[config.mk]
export PLATFORM = sky130hd
export DESIGN_NAME = genset_protection_monitor
export DESIGN_NICKNAME = d
export VERILOG_FILES = /design/src/protmon_pkg.sv /design/src/genset_protection_monitor.sv
export SDC_FILE = /design/constraint.sdc
export NUM_CORES = 1
export LEC_CHECK = 0
export BUFFER_PORTS_ARGS = -buffer_cell sky130_fd_sc_hd__buf_2
export CORE_ASPECT_RATIO = 1.25
export CORE_MARGIN = 5
export CORE_UTILIZATION = 47
export CTS_CLUSTER_DIAMETER = 150
export DETAILED_ROUTE_END_ITERATION = 8
export PLACE_DENSITY = 0.78
export REMOVE_ABC_BUFFERS = 1
export SYNTH_ARGS = -nofsm -noshare
export SYNTH_HDL_FRONTEND = slang
export SYNTH_SLANG_ARGS = --single-unit
export TNS_END_PERCENT = 30
[constraint.sdc]
create_clock -name CLOCK_IN -period 11.6 [get_ports CLOCK_IN]
set_input_delay 2.32 -clock CLOCK_IN [delete_from_list [all_inputs] [get_ports CLOCK_IN]]
set_output_delay 2.32 -clock CLOCK_IN [all_outputs]
set_load 0.01 [all_outputs]
[src/protmon_pkg.sv]
// constants shared by the protection monitor and its register map
package protmon_pkg;
   // apb register byte offsets
   localparam logic [7:0] OFF_CTRL = 8'h00;
   localparam logic [7:0] OFF_OVS_CFG = 8'h04;
   localparam logic [7:0] OFF_BAT_CFG = 8'h08;
   localparam logic [7:0] OFF_STOP_CFG = 8'h0C;
   localparam logic [7:0] OFF_CB_CFG = 8'h10;
   localparam logic [7:0] OFF_STATUS = 8'h14;
   localparam logic [7:0] OFF_ENG_IN = 8'h18;
   // control register fields
   localparam int CTRL_MODE_LSB = 0;
   localparam int CTRL_MCB_MANAGED = 2;
   localparam int CTRL_GCB_MANAGED = 3;
   localparam int CTRL_MCB_FB_USED = 4;
   localparam int CTRL_GCB_FB_USED = 5;
   localparam int CTRL_PARALLEL = 6;
   localparam int CTRL_NO_PARALLEL = 7;
   localparam int CTRL_STABLE_CLOSE = 8;
   localparam int CTRL_KEEP_RUN = 9;
   localparam int CTRL_OPEN_MCB = 10;
   localparam int CTRL_SPEED_SRC = 11;
   localparam int CTRL_AUX_BAT_CONN = 12;
   localparam logic [31:0] CTRL_RESET = 32'h0000_0000;
   // operating modes
   localparam logic [1:0] MODE_OFF = 2'h0;
   localparam logic [1:0] MODE_MAN = 2'h1;
   localparam logic [1:0] MODE_AUTO = 2'h2;
   // status register bits
   localparam int ST_CONTACT_OVS = 0;
   localparam int ST_MEAS_OVS = 1;
   localparam int ST_AUX_BAT = 2;
   localparam int ST_NOT_STOP = 3;
   localparam int ST_NOT_START_WARN = 4;
   localparam int ST_NOT_START_ALARM = 5;
   localparam int ST_MCB_FAIL = 6;
   localparam int ST_MCB_DEACT = 7;
   localparam int ST_GCB_FAIL = 8;
   localparam int ST_GCB_DEACT = 9;
   localparam int ST_KEEP_RUN = 10;
   localparam int ST_MCB_OPEN_REQ = 11;
   // timing: one delay tick is 1 ms, seconds for stop cycle
   localparam int CLK_HZ = 100_000_000;
   localparam int TICK_MS = 1;
   localparam int TICK_CYCLES = CLK_HZ / 1000 * TICK_MS;
   localparam int MS_PER_S = 1000;
   localparam logic [15:0] PAR_FB_DELAY_MS = 16'h07D0; // 2 s substitute in parallel use
   localparam logic [1:0] AUTO_ATTEMPTS = 2'h3;
   localparam logic [1:0] ONE_ATTEMPT = 2'h1;
endpackage

[src/genset_protection_monitor.sv]
// generator-set protection monitor with apb register access
// Functional notes
// contact overspeed alarm after input active for its delay; zero delay disables.
// both overspeed alarms suppressed while stopped, starting or filter regenerating.
// measured overspeed alarm when speed stays above threshold for delay; zero disables.
// measured overspeed inactive when no speed source is configured.
// aux battery high warning when voltage above percent threshold for delay.
// aux battery warning inactive when nothing is connected to its terminal.
// engine-not-stopped alarm when still running stop-cycle seconds after stop.
// engine-not-stopped alarm also when engine runs without a start command.
// engine-not-started after crank attempts; warning in manual, alarm in auto.
// breaker opening attempt fails when feedback not open within delay.
// zero feedback delay disables, but parallel use substitutes two seconds.
// manual mode raises breaker-not-opened after one failed attempt.
// auto mode needs three failures, one when stable closure command used.
// breaker-not-opened also raised on closure the device did not command.
// graded warning; deactivation on unsolicited closure or no-parallel systems.
// breaker protection inactive if breaker unmanaged or feedback not acquired.
// keep-running option keeps engine running on generator breaker warning.
// open-mains option opens mains breaker when generator breaker stuck and stopping.
// battery and not-stopped evaluated always; others only outside off mode.
// every delay timer restarts when its condition clears early.
`timescale 1ns/10ps
`default_nettype none
module genset_protection_monitor #(
   parameter int TICK_DIV = protmon_pkg::TICK_CYCLES
) (
   input wire logic CLOCK_IN, // 100 MHz system clock
   input wire logic RST_N_IN, // async active-low reset
   input wire logic PSEL_IN, // apb select
   input wire logic PENABLE_IN, // apb enable
   input wire logic PWRITE_IN, // apb direction
   input wire logic [7:0] PADDR_IN, // apb byte address
   input wire logic [31:0] PWDATA_IN, // apb write data
   output logic [31:0] PRDATA_OUT, // apb read data
   output logic PREADY_OUT, // apb ready
   output logic PSLVERR_OUT, // apb error on unmapped address
   input wire logic OVERSPEED_CONTACT_IN, // overspeed input function contact
   input wire logic ENGINE_RUNNING_IN, // engine running indication
   input wire logic ENGINE_STARTING_IN, // engine in start phase
   input wire logic DPF_REGEN_IN, // particulate filter regeneration running
   input wire logic START_CMD_IN, // device start command active
   input wire logic STOP_CMD_IN, // device stop command active
   input wire logic CRANK_FAIL_IN, // pulse: last crank attempt failed to start
   input wire logic MCB_OPEN_CMD_IN, // mains breaker opening operation
   input wire logic MCB_CLOSE_CMD_IN, // mains breaker closure commanded
   input wire logic MCB_CLOSED_FB_IN, // mains breaker feedback closed
   input wire logic GCB_OPEN_CMD_IN, // generator breaker opening operation
   input wire logic GCB_CLOSE_CMD_IN, // generator breaker closure commanded
   input wire logic GCB_CLOSED_FB_IN, // generator breaker feedback closed
   input wire logic [15:0] SPEED_RPM_IN, // measured engine speed
   input wire logic [15:0] AUX_BAT_PCT_IN, // aux battery, percent of rated
   output logic [11:0] PROT_OUT, // protection flags, status bit layout
   output logic KEEP_RUNNING_OUT, // keep engine running with gen breaker closed
   output logic MCB_OPEN_REQ_OUT // request to open the mains breaker
);
   localparam int TW = $clog2(TICK_DIV + 1);

   typedef struct packed {
      logic [31:0] ctrl;
      logic [31:0] ovs_cfg; // [15:0] contact delay ms, [31:16] measured delay ms
      logic [31:0] bat_cfg; // [15:0] threshold percent, [31:16] delay ms
      logic [31:0] stop_cfg; // [15:0] stop cycle s, [31:16] speed threshold
      logic [31:0] cb_cfg; // [15:0] mcb fb delay ms, [31:16] gcb fb delay ms
      logic [TW-1:0] tick_cnt;
      logic tick;
      logic [15:0] t_cov, t_mov, t_bat, t_stop, t_mcb, t_gcb;
      logic [9:0] t_ms;
      logic [7:0] cranks;
      logic crank_d; // last synchronised crank level, for edge detection
      logic [1:0] mcb_fails, gcb_fails;
      logic [11:0] prot;
      logic [31:0] prdata;
      logic pready, pslverr;
      logic [11:0] sync1, sync2;
   } state_s;

   state_s cur_ff, nxt_ff;
   logic [1:0] rst_sync_ff;
   wire logic rst_n = rst_sync_ff[1];

   // delay step: count ticks while condition stays, restart from zero when it clears
   function automatic logic [15:0] step(input logic cond, input logic tick,
                                        input logic [15:0] t);
      if (!cond)
         step = 16'h0000;
      else if (tick && t != 16'hFFFF)
         step = t + 16'h0001;
      else
         step = t;
   endfunction

   // failed-attempt limit per mode
   function automatic logic [1:0] limit(input logic [1:0] mode, input logic stable);
      if (mode == protmon_pkg::MODE_AUTO && !stable)
         limit = protmon_pkg::AUTO_ATTEMPTS;
      else
         limit = protmon_pkg::ONE_ATTEMPT;
   endfunction

   // reset release through two flops
   always_ff @(posedge CLOCK_IN or negedge RST_N_IN) begin
      if (!RST_N_IN)
         rst_sync_ff <= 2'h0;
      else
         rst_sync_ff <= {rst_sync_ff[0], 1'b1};
   end

   // all state except the reset synchroniser in one struct
   always_ff @(posedge CLOCK_IN or negedge rst_n) begin
      if (!rst_n)
         cur_ff <= '0;
      else
         cur_ff <= nxt_ff;
   end

   // next-state logic
   always_comb begin
      logic [11:0] pin;
      logic ov, start_ph, stopped, on, en_ovs, auto_m, man_m, wr, rd;
      logic [15:0] mdly, gdly, stop_ms;
      logic mcb_en, gcb_en, mcb_uns, gcb_uns, mcb_t, gcb_t, mcb_hit, gcb_hit;
      logic [1:0] mode;
      // every local gets a value first so no path can leave one stale
      pin = 12'h000;
      ov = 1'b0;
      start_ph = 1'b0;
      stopped = 1'b0;
      on = 1'b0;
      en_ovs = 1'b0;
      auto_m = 1'b0;
      man_m = 1'b0;
      wr = 1'b0;
      rd = 1'b0;
      mdly = 16'h0000;
      gdly = 16'h0000;
      stop_ms = 16'h0000;
      mcb_en = 1'b0;
      gcb_en = 1'b0;
      mcb_uns = 1'b0;
      gcb_uns = 1'b0;
      mcb_t = 1'b0;
      gcb_t = 1'b0;
      mcb_hit = 1'b0;
      gcb_hit = 1'b0;
      mode = 2'h0;
      nxt_ff = cur_ff;
      // single-bit engine and breaker pins except GCB_CLOSE_CMD_IN pass two flops; MCB_CLOSE_CMD_IN is also used raw
      nxt_ff.sync1 = {OVERSPEED_CONTACT_IN, ENGINE_RUNNING_IN, ENGINE_STARTING_IN,
                      DPF_REGEN_IN, START_CMD_IN, STOP_CMD_IN, CRANK_FAIL_IN,
                      MCB_OPEN_CMD_IN, MCB_CLOSE_CMD_IN, MCB_CLOSED_FB_IN,
                      GCB_OPEN_CMD_IN, GCB_CLOSED_FB_IN};
      nxt_ff.sync2 = cur_ff.sync1;
      pin = cur_ff.sync2;
      mode = cur_ff.ctrl[protmon_pkg::CTRL_MODE_LSB +: 2];
      on = (mode != protmon_pkg::MODE_OFF);
      man_m = (mode == protmon_pkg::MODE_MAN);
      auto_m = (mode == protmon_pkg::MODE_AUTO);
      stopped = !pin[10];
      start_ph = pin[9];
      en_ovs = on && !stopped && !start_ph && !pin[8];

      // millisecond tick from the system clock
      nxt_ff.tick = 1'b0;
      if (cur_ff.tick_cnt == TW'(TICK_DIV - 1)) begin
         nxt_ff.tick_cnt = '0;
         nxt_ff.tick = 1'b1;
      end else begin
         nxt_ff.tick_cnt = cur_ff.tick_cnt + TW'(1);
      end
      // the second count starts at the stop command, so a partial first
      // second cannot shorten the stopping cycle
      if (!pin[6] || (cur_ff.tick && cur_ff.t_ms == 10'(protmon_pkg::MS_PER_S - 1)))
         nxt_ff.t_ms = 10'h000;
      else if (cur_ff.tick)
         nxt_ff.t_ms = cur_ff.t_ms + 10'h001;

      // contact overspeed
      nxt_ff.t_cov = step(en_ovs && pin[11], cur_ff.tick, cur_ff.t_cov);
      nxt_ff.prot[protmon_pkg::ST_CONTACT_OVS] = en_ovs && pin[11]
         && cur_ff.ovs_cfg[15:0] != 16'h0000
         && cur_ff.t_cov >= cur_ff.ovs_cfg[15:0];
      // measured overspeed; needs a configured speed source
      ov = en_ovs && cur_ff.ctrl[protmon_pkg::CTRL_SPEED_SRC]
           && SPEED_RPM_IN > cur_ff.stop_cfg[31:16];
      nxt_ff.t_mov = step(ov, cur_ff.tick, cur_ff.t_mov);
      nxt_ff.prot[protmon_pkg::ST_MEAS_OVS] = ov && cur_ff.ovs_cfg[31:16] != 16'h0000
         && cur_ff.t_mov >= cur_ff.ovs_cfg[31:16];
      // aux battery high, any mode
      ov = cur_ff.ctrl[protmon_pkg::CTRL_AUX_BAT_CONN]
           && AUX_BAT_PCT_IN > cur_ff.bat_cfg[15:0];
      nxt_ff.t_bat = step(ov, cur_ff.tick, cur_ff.t_bat);
      nxt_ff.prot[protmon_pkg::ST_AUX_BAT] = ov && cur_ff.bat_cfg[31:16] != 16'h0000
         && cur_ff.t_bat >= cur_ff.bat_cfg[31:16];

      // engine not stopped: seconds counted from stop command, any mode
      ov = pin[6] && pin[10];
      nxt_ff.t_stop = step(pin[6], cur_ff.tick
         && cur_ff.t_ms == 10'(protmon_pkg::MS_PER_S - 1), cur_ff.t_stop);
      stop_ms = cur_ff.stop_cfg[15:0];
      nxt_ff.prot[protmon_pkg::ST_NOT_STOP] =
         (ov && stop_ms != 16'h0000 && cur_ff.t_stop >= stop_ms)
         || (pin[10] && !pin[7] && !pin[6] && !start_ph);

      // engine not started: count failed cranks against limit
      // a third stage holds the old level so the synchroniser stays untouched
      nxt_ff.crank_d = pin[5];
      if (!on || pin[10])
         nxt_ff.cranks = 8'h00;
      else if (pin[5] && !cur_ff.crank_d && cur_ff.cranks != 8'hFF)
         nxt_ff.cranks = cur_ff.cranks + 8'h01;
      ov = on && cur_ff.cranks != 8'h00
           && cur_ff.cranks >= cur_ff.ctrl[23:16];
      nxt_ff.prot[protmon_pkg::ST_NOT_START_WARN] = ov && man_m;
      nxt_ff.prot[protmon_pkg::ST_NOT_START_ALARM] = ov && auto_m;

      // breaker feedback delays; parallel use forces two seconds on zero
      mdly = cur_ff.cb_cfg[15:0];
      gdly = cur_ff.cb_cfg[31:16];
      if (cur_ff.ctrl[protmon_pkg::CTRL_PARALLEL] && mdly == 16'h0000)
         mdly = protmon_pkg::PAR_FB_DELAY_MS;
      if (cur_ff.ctrl[protmon_pkg::CTRL_PARALLEL] && gdly == 16'h0000)
         gdly = protmon_pkg::PAR_FB_DELAY_MS;
      mcb_en = on && cur_ff.ctrl[protmon_pkg::CTRL_MCB_MANAGED]
               && cur_ff.ctrl[protmon_pkg::CTRL_MCB_FB_USED] && mdly != 16'h0000;
      gcb_en = on && cur_ff.ctrl[protmon_pkg::CTRL_GCB_MANAGED]
               && cur_ff.ctrl[protmon_pkg::CTRL_GCB_FB_USED] && gdly != 16'h0000;
      mcb_t = mcb_en && pin[4] && pin[2];
      gcb_t = gcb_en && pin[1] && pin[0];
      nxt_ff.t_mcb = step(mcb_t, cur_ff.tick, cur_ff.t_mcb);
      nxt_ff.t_gcb = step(gcb_t, cur_ff.tick, cur_ff.t_gcb);
      // count on the tick that brings the timer to the delay, like the other timers
      mcb_hit = mcb_t && cur_ff.t_mcb == mdly - 16'h0001 && cur_ff.tick;
      gcb_hit = gcb_t && cur_ff.t_gcb == gdly - 16'h0001 && cur_ff.tick;
      // an attempt that ended in open clears the count
      if (!mcb_en || (pin[4] && !pin[2]))
         nxt_ff.mcb_fails = 2'h0;
      else if (mcb_hit && cur_ff.mcb_fails != 2'h3)
         nxt_ff.mcb_fails = cur_ff.mcb_fails + 2'h1;
      if (!gcb_en || (pin[1] && !pin[0]))
         nxt_ff.gcb_fails = 2'h0;
      else if (gcb_hit && cur_ff.gcb_fails != 2'h3)
         nxt_ff.gcb_fails = cur_ff.gcb_fails + 2'h1;
      mcb_uns = mcb_en && pin[2] && !MCB_CLOSE_CMD_IN && !pin[4] && !pin[3];
      gcb_uns = gcb_en && pin[0] && !GCB_CLOSE_CMD_IN && !pin[1];
      ov = mcb_en && cur_ff.mcb_fails >= limit(mode, cur_ff.ctrl[protmon_pkg::CTRL_STABLE_CLOSE]);
      nxt_ff.prot[protmon_pkg::ST_MCB_FAIL] = ov || mcb_uns;
      nxt_ff.prot[protmon_pkg::ST_MCB_DEACT] = mcb_uns
         || (ov && cur_ff.ctrl[protmon_pkg::CTRL_NO_PARALLEL]);
      ov = gcb_en && cur_ff.gcb_fails >= limit(mode, cur_ff.ctrl[protmon_pkg::CTRL_STABLE_CLOSE]);
      nxt_ff.prot[protmon_pkg::ST_GCB_FAIL] = ov || gcb_uns;
      nxt_ff.prot[protmon_pkg::ST_GCB_DEACT] = gcb_uns
         || (ov && cur_ff.ctrl[protmon_pkg::CTRL_NO_PARALLEL]);
      // keep running only when the generator breaker fault is a plain warning
      nxt_ff.prot[protmon_pkg::ST_KEEP_RUN] = cur_ff.ctrl[protmon_pkg::CTRL_KEEP_RUN]
         && cur_ff.prot[protmon_pkg::ST_GCB_FAIL]
         && !cur_ff.prot[protmon_pkg::ST_GCB_DEACT];
      // stuck generator breaker while engine must stop: mains would drag it
      nxt_ff.prot[protmon_pkg::ST_MCB_OPEN_REQ] = cur_ff.ctrl[protmon_pkg::CTRL_OPEN_MCB]
         && cur_ff.prot[protmon_pkg::ST_GCB_FAIL] && pin[6];

      // apb slave, zero wait states
      wr = PSEL_IN && PENABLE_IN && PWRITE_IN;
      rd = PSEL_IN && !PENABLE_IN && !PWRITE_IN;
      nxt_ff.pready = PSEL_IN && !PENABLE_IN;
      nxt_ff.pslverr = 1'b0;
      if (PSEL_IN && !PENABLE_IN) begin
         case (PADDR_IN)
            protmon_pkg::OFF_CTRL, protmon_pkg::OFF_OVS_CFG, protmon_pkg::OFF_BAT_CFG,
            protmon_pkg::OFF_STOP_CFG, protmon_pkg::OFF_CB_CFG, protmon_pkg::OFF_STATUS,
            protmon_pkg::OFF_ENG_IN: nxt_ff.pslverr = 1'b0;
            default: nxt_ff.pslverr = 1'b1;
         endcase
      end
      if (rd) begin
         case (PADDR_IN)
            protmon_pkg::OFF_CTRL: nxt_ff.prdata = cur_ff.ctrl;
            protmon_pkg::OFF_OVS_CFG: nxt_ff.prdata = cur_ff.ovs_cfg;
            protmon_pkg::OFF_BAT_CFG: nxt_ff.prdata = cur_ff.bat_cfg;
            protmon_pkg::OFF_STOP_CFG: nxt_ff.prdata = cur_ff.stop_cfg;
            protmon_pkg::OFF_CB_CFG: nxt_ff.prdata = cur_ff.cb_cfg;
            protmon_pkg::OFF_STATUS: nxt_ff.prdata = {20'h00000, cur_ff.prot};
            protmon_pkg::OFF_ENG_IN: nxt_ff.prdata = {20'h00000, pin};
            default: nxt_ff.prdata = 32'h0000_0000;
         endcase
      end
      if (wr) begin
         case (PADDR_IN)
            protmon_pkg::OFF_CTRL: nxt_ff.ctrl = PWDATA_IN;
            protmon_pkg::OFF_OVS_CFG: nxt_ff.ovs_cfg = PWDATA_IN;
            protmon_pkg::OFF_BAT_CFG: nxt_ff.bat_cfg = PWDATA_IN;
            protmon_pkg::OFF_STOP_CFG: nxt_ff.stop_cfg = PWDATA_IN;
            protmon_pkg::OFF_CB_CFG: nxt_ff.cb_cfg = PWDATA_IN;
            default: nxt_ff.ctrl = cur_ff.ctrl;
         endcase
      end
   end

   assign PRDATA_OUT = cur_ff.prdata;
   assign PREADY_OUT = cur_ff.pready;
   assign PSLVERR_OUT = cur_ff.pslverr;
   assign PROT_OUT = cur_ff.prot;
   assign KEEP_RUNNING_OUT = cur_ff.prot[protmon_pkg::ST_KEEP_RUN];
   assign MCB_OPEN_REQ_OUT = cur_ff.prot[protmon_pkg::ST_MCB_OPEN_REQ];
endmodule
`default_nettype wire

# Word level (Yosys, flattened, before mapping)
# Index checks and enable logic that the tools add are counted.
word_totals:
  input_bits: 90
  word_cells: 223
  output_inout_bits: 48
  reg_bits: 369
op_classes:
  add_sub_neg: 13
  reduce_logical: 121
  n_eq_ne: 27
  mux: 28
  n_lt_le_gt_ge: 9
ops:
  columns: ["op", "n"]
  rows:
  - ["16-bit two-way mux", 14]
  - ["32-bit case mux with 7 select lines", 1]
  - ["16-bit by 1-bit adder with 16-bit output (second input constant)", 6]
  - ["16-bit inequality test (second input constant)", 6]
  - ["16-bit nonzero test", 6]
  - ["1-bit logical AND", 72]
  - ["16-bit greater-or-equal comparator", 4]
  - ["16-bit == test", 2]
  - ["16-bit greater-than comparator", 2]
  - ["16-bit zero test", 2]
  - ["16-bit by 1-bit subtractor with 16-bit output (second input constant)", 2]
  - ["8-bit by 5-bit == test with 1-bit output (second input constant)", 3]
  - ["10-bit two-way mux", 2]
  - ["1-bit zero test", 19]
  - ["17-bit by 1-bit adder with 17-bit output (second input constant)", 1]
  - ["17-bit == test (second input constant)", 1]
  - ["17-bit two-way mux", 1]
  - ["8-bit by 4-bit == test with 1-bit output (second input constant)", 2]
  - ["8-bit two-way mux", 2]
  - ["2-bit by 1-bit inequality test with 1-bit output (second input constant)", 6]
  - ["10-bit by 1-bit adder with 10-bit output (second input constant)", 1]
  - ["10-bit == test (second input constant)", 1]
  - ["2-bit two-way mux", 5]
  - ["2-bit AND reduction", 5]
  - ["15 further kinds", 32]

# Depth between registers and ports, before layout
depth:
  ltp_word: 12
  ltp_mapped: 11
  mapped_depth_nobuf: 10

# Least setup slack after synthesis
# No wires, ideal clock.
synth_timing:
  kind: "input -> register"
  from: "in PADDR_IN[1]"
  to: "reg cur_ff[229] in the netlist's numbering"
  arrival_time_ns: 4.479
  n_path_buf: 2
  t_required_ns: 11.475
  setup_slack_ns: 6.997
  setup_ns: 0.125
  path_stages: 7
  path_cell_list: "or4_1 > nor2_1 > nand2_1 > nor4_1 > clkbuf_1 > clkbuf_1 > mux2_2"
synth_via:
  elab_chain_len: 2
synth_lines:
  columns: ["item", "line", "rtl"]
  rows:
  - ["start, declared", "genset_protection_monitor.sv:33", "input wire logic [7:0] PADDR_IN,"]
  - ["8-bit by 5-bit == test with 1-bit output", "genset_protection_monitor.sv:288", "case (PADDR_IN)"]
  - ["2-bit AND reduction (no line)", null, null]
  - ["end signal, assigned", "genset_protection_monitor.sv:114", "cur_ff <= nxt_ff;"]
  - ["end, declared", "genset_protection_monitor.sv:78", "state_s cur_ff, nxt_ff;"]
# No other way between the ends.
# A chain may end at the register's enable or synchronous reset.

# Worst setup path after layout
layout_timing:
  from: "in PADDR_IN[2]"
  to: "reg cur_ff[319] in the netlist's numbering"
layout_via:
  elab_chain_len: 2
layout_lines:
  columns: ["item", "line"]
  rows:
  - ["8-bit by 3-bit == test with 1-bit output", "genset_protection_monitor.sv:288"]
  - ["2-bit AND reduction (no line)", null]
# No other way between the ends.

==> metrics <==
Overflow after GRT=0; Via Count=16,100; Worst-Skew Late Latency=between 0.5 and 0.6 ns; synthesis-stage register bit count=369; cts repair resizes=0; Synth top area share=45.1%; first-pass GRT wire length=roughly 90,000 um; CTS H-Tree Depth=2; WL final=56,600 um; CP Launch Type=primary input; synth unique cells=71; largest area contributor in the netlist=dfrtp_1; f_max=200 MHz; Clock Sinks=369; clk buf depth=3; EDFF count, synth=0; Finish-stage setup viols=0; placed instance count=2,647; Tot GR Track Use=23.3%; most frequent cells in the layout=dfrtp_1, nor2_1, nand2_1, buf_2, inv_1; Post-Syn Area=20,500 um^2; relative slew slack=between 10% and 20%; Static Leakage=10.6 nW; area of the multi-input gates=10,100 um^2; Ys Warns=0; filler cell count=3,796; RSZ-0062 raised after global routing=false; vias in the first global route=16,200; critical path fanouts, max=62; Crit. End Element=flip-flop; Critical Path AT=5.41 ns; vias per cell=5.90; CP Data Required Time=approximately 12 ns; Hold Path Class=flip-flop to flip-flop; Final Hold Vio Count=0; # port buffers=137; fin crit period=~5 ns; Most Crowded Layer GR=met2; PD cells=123 nW/um^2; row cnt=85; initial antenna violation count=1; largest net degree at the start of global routing=85; CTS tree=done; Register Area=9240 um^2; Non-Filler Cell Area, Final=22,800 um^2; Final Cycle Share=43.0%; global routing usage on met2=38.6%; ys flop type=dfrtp_1; Final Max Tran Viols=0; total CTS buffers=40; I/O Pins=138; Area after DPL=21,400 um^2; skew final=0.0280 ns; max-cap viol count=0; Die ar.=approximately 48,000 um^2; FFs w/ async S/R, synth=100%; Finished Layout Cells=between 2,000 and 3,000; routed len/inst=between 20 and 25 um; run status=finished clean; grt met3 use=3.51%; Final Net Count=approximately 2,300; 1st-iter DRT viols=between 1,000 and 1,500; Core ar.=between 40,000 and 50,000 um^2; cell count after synthesis=2,047; post-synthesis sequential area ratio=45.1%; Max rail drop VDD=0.000110 V; Starting Density=between 40% and 50%; # Post-CTS Setup Buffers=0; Area growth, synth to finish=11.2%; clk slew on worst S/H paths=roughly 0.06 ns; Synth area leaders=dfrtp_1, ha_1, mux2_2; slew of the pin with the lowest slew margin=about 1.3 ns; hold buffer count at CTS=0; Syn Area/Cell=9.99 um^2; Die Y=between 200 and 250 um; RD Place Congestion=between 0.9 and 1; commonest non-fill, non-tap cell in the layout=dfrtp_1; Die Wd=197 um; Root Driver=clkbuf_16; Final TNS setup=0 ns; Pre-antenna DRT Iters=7; share of cells above drive strength 1=17.4%; Post-route DRC=0; Final HPWL DP=a little over 40,000 um; met1 Use GR=30.7%; Ant. Diodes=0; Antenna Violating Nets Remaining=0; Setup CP Type=primary input to flip-flop
[cells in the mapped netlist, drive strengths merged (9+ instances only)]
master and n:
buf 61, and2 20, mux2 125, xnor2 70
or3 26, nand2b 16, nor4 27, o21ai 101
nor2b 14, a221oi 27, a21oi 84, or4 16
and3 11, dfrtp 369, o211ai 9, ha 120
inv 136, and4 10, nand3 55, clkbuf 60
xor2 69, nor2 203, a21o 44, nand4 44
mux2i 54, nand2 157, nor3 31
[kinds of logic (layout without fill, tap and decap cells)]
logic type	after synthesis	count (layout)	share of synthesized area, %
XOR/XNOR	140	140	6.06
buffers and inverters	257	366	5.57
adder cells (fa/ha/maj)	120	120	7.34
multiplexers	185	185	10.2
AND/OR/NAND/NOR	652	652	15.7
flip-flops	369	369	45.1
AO/OA/AOI/OAI	323	323	10.0
other	1	1	0.0183
[area by class of cell]
cell class              instances  share of cell area (%)
clock buffers                  55                    5.05
clock inverters                19                   0.935
multi-input cells            1421                    44.4
repair buffers                156                    3.64
inverters                     136                    2.24
flip-flops and latches        369                    40.6
well taps                     565                    3.11
[path summary, 6_finish.rpt]
| check | endpoint | start | cells after the start | slack (ns) |
|---|---|---|---|---|
| min in group asynchronous | cur_ff[171] | rst_sync_ff[1] | 0 | 0.46 |
| hold / removal | cur_ff[1] | cur_ff[13] | 0 | 0.34 |
| max in group asynchronous | cur_ff[133] | rst_sync_ff[1] | 2 | 8.60 |
| hold reg to reg | cur_ff[1] | cur_ff[13] | 0 | 0.34 |
| setup reg to reg | cur_ff[73] | cur_ff[212] | 8 | 8.14 |
| setup / recovery | cur_ff[319] | PADDR_IN[2] | 6 | 6.61 |
[metal layers]
layer	part of all wire [%]	vias to the layer above
met5	0	-
met4	4.6	0
met3	7.6	143
met2	48	653
met1	40	7981
li1	-	7288
[where the power goes]
part	leakage (nW)	switching [mW]	total, mW	internal [mW]
Sequential	4.89	0.0267	1.33	1.30
Clock	0.677	0.543	1.33	0.787
Combinational	5.02	0.0915	0.140	0.0488
[flip-flops by register name (all words and copies together) (netlist names)]
signal       flops
PROT_OUT        12
PRDATA_OUT      32
PSLVERR_OUT      1
rst_sync_ff      2
cur_ff         321
PREADY_OUT       1
[worst max-delay path: stages]
cell and delay [ns]:
buf_2 0.08, buf_4 0.47, nor2b_1 0.80, nor2b_2 0.31, nor2b_4 0.96, mux2_2 0.42
[through the flow]
stage | utilization (%) | worst slack (ns) | power (mW) | hold WS (ns)
after detailed placement | 49.7 | 6.11 | 1.49 | 0.335
final | 52.8 | 6.61 | 2.80 | 0.336
after global placement | 49.7 | 6.23 | 1.49 | 0.333
after floorplan | - | 0.554 | 1.42 | 0.331
after CTS | 52.8 | 6.70 | 2.82 | 0.335
after global routing | 52.8 | 6.40 | 2.89 | 0.339
(Power assumes the default switching activity.)
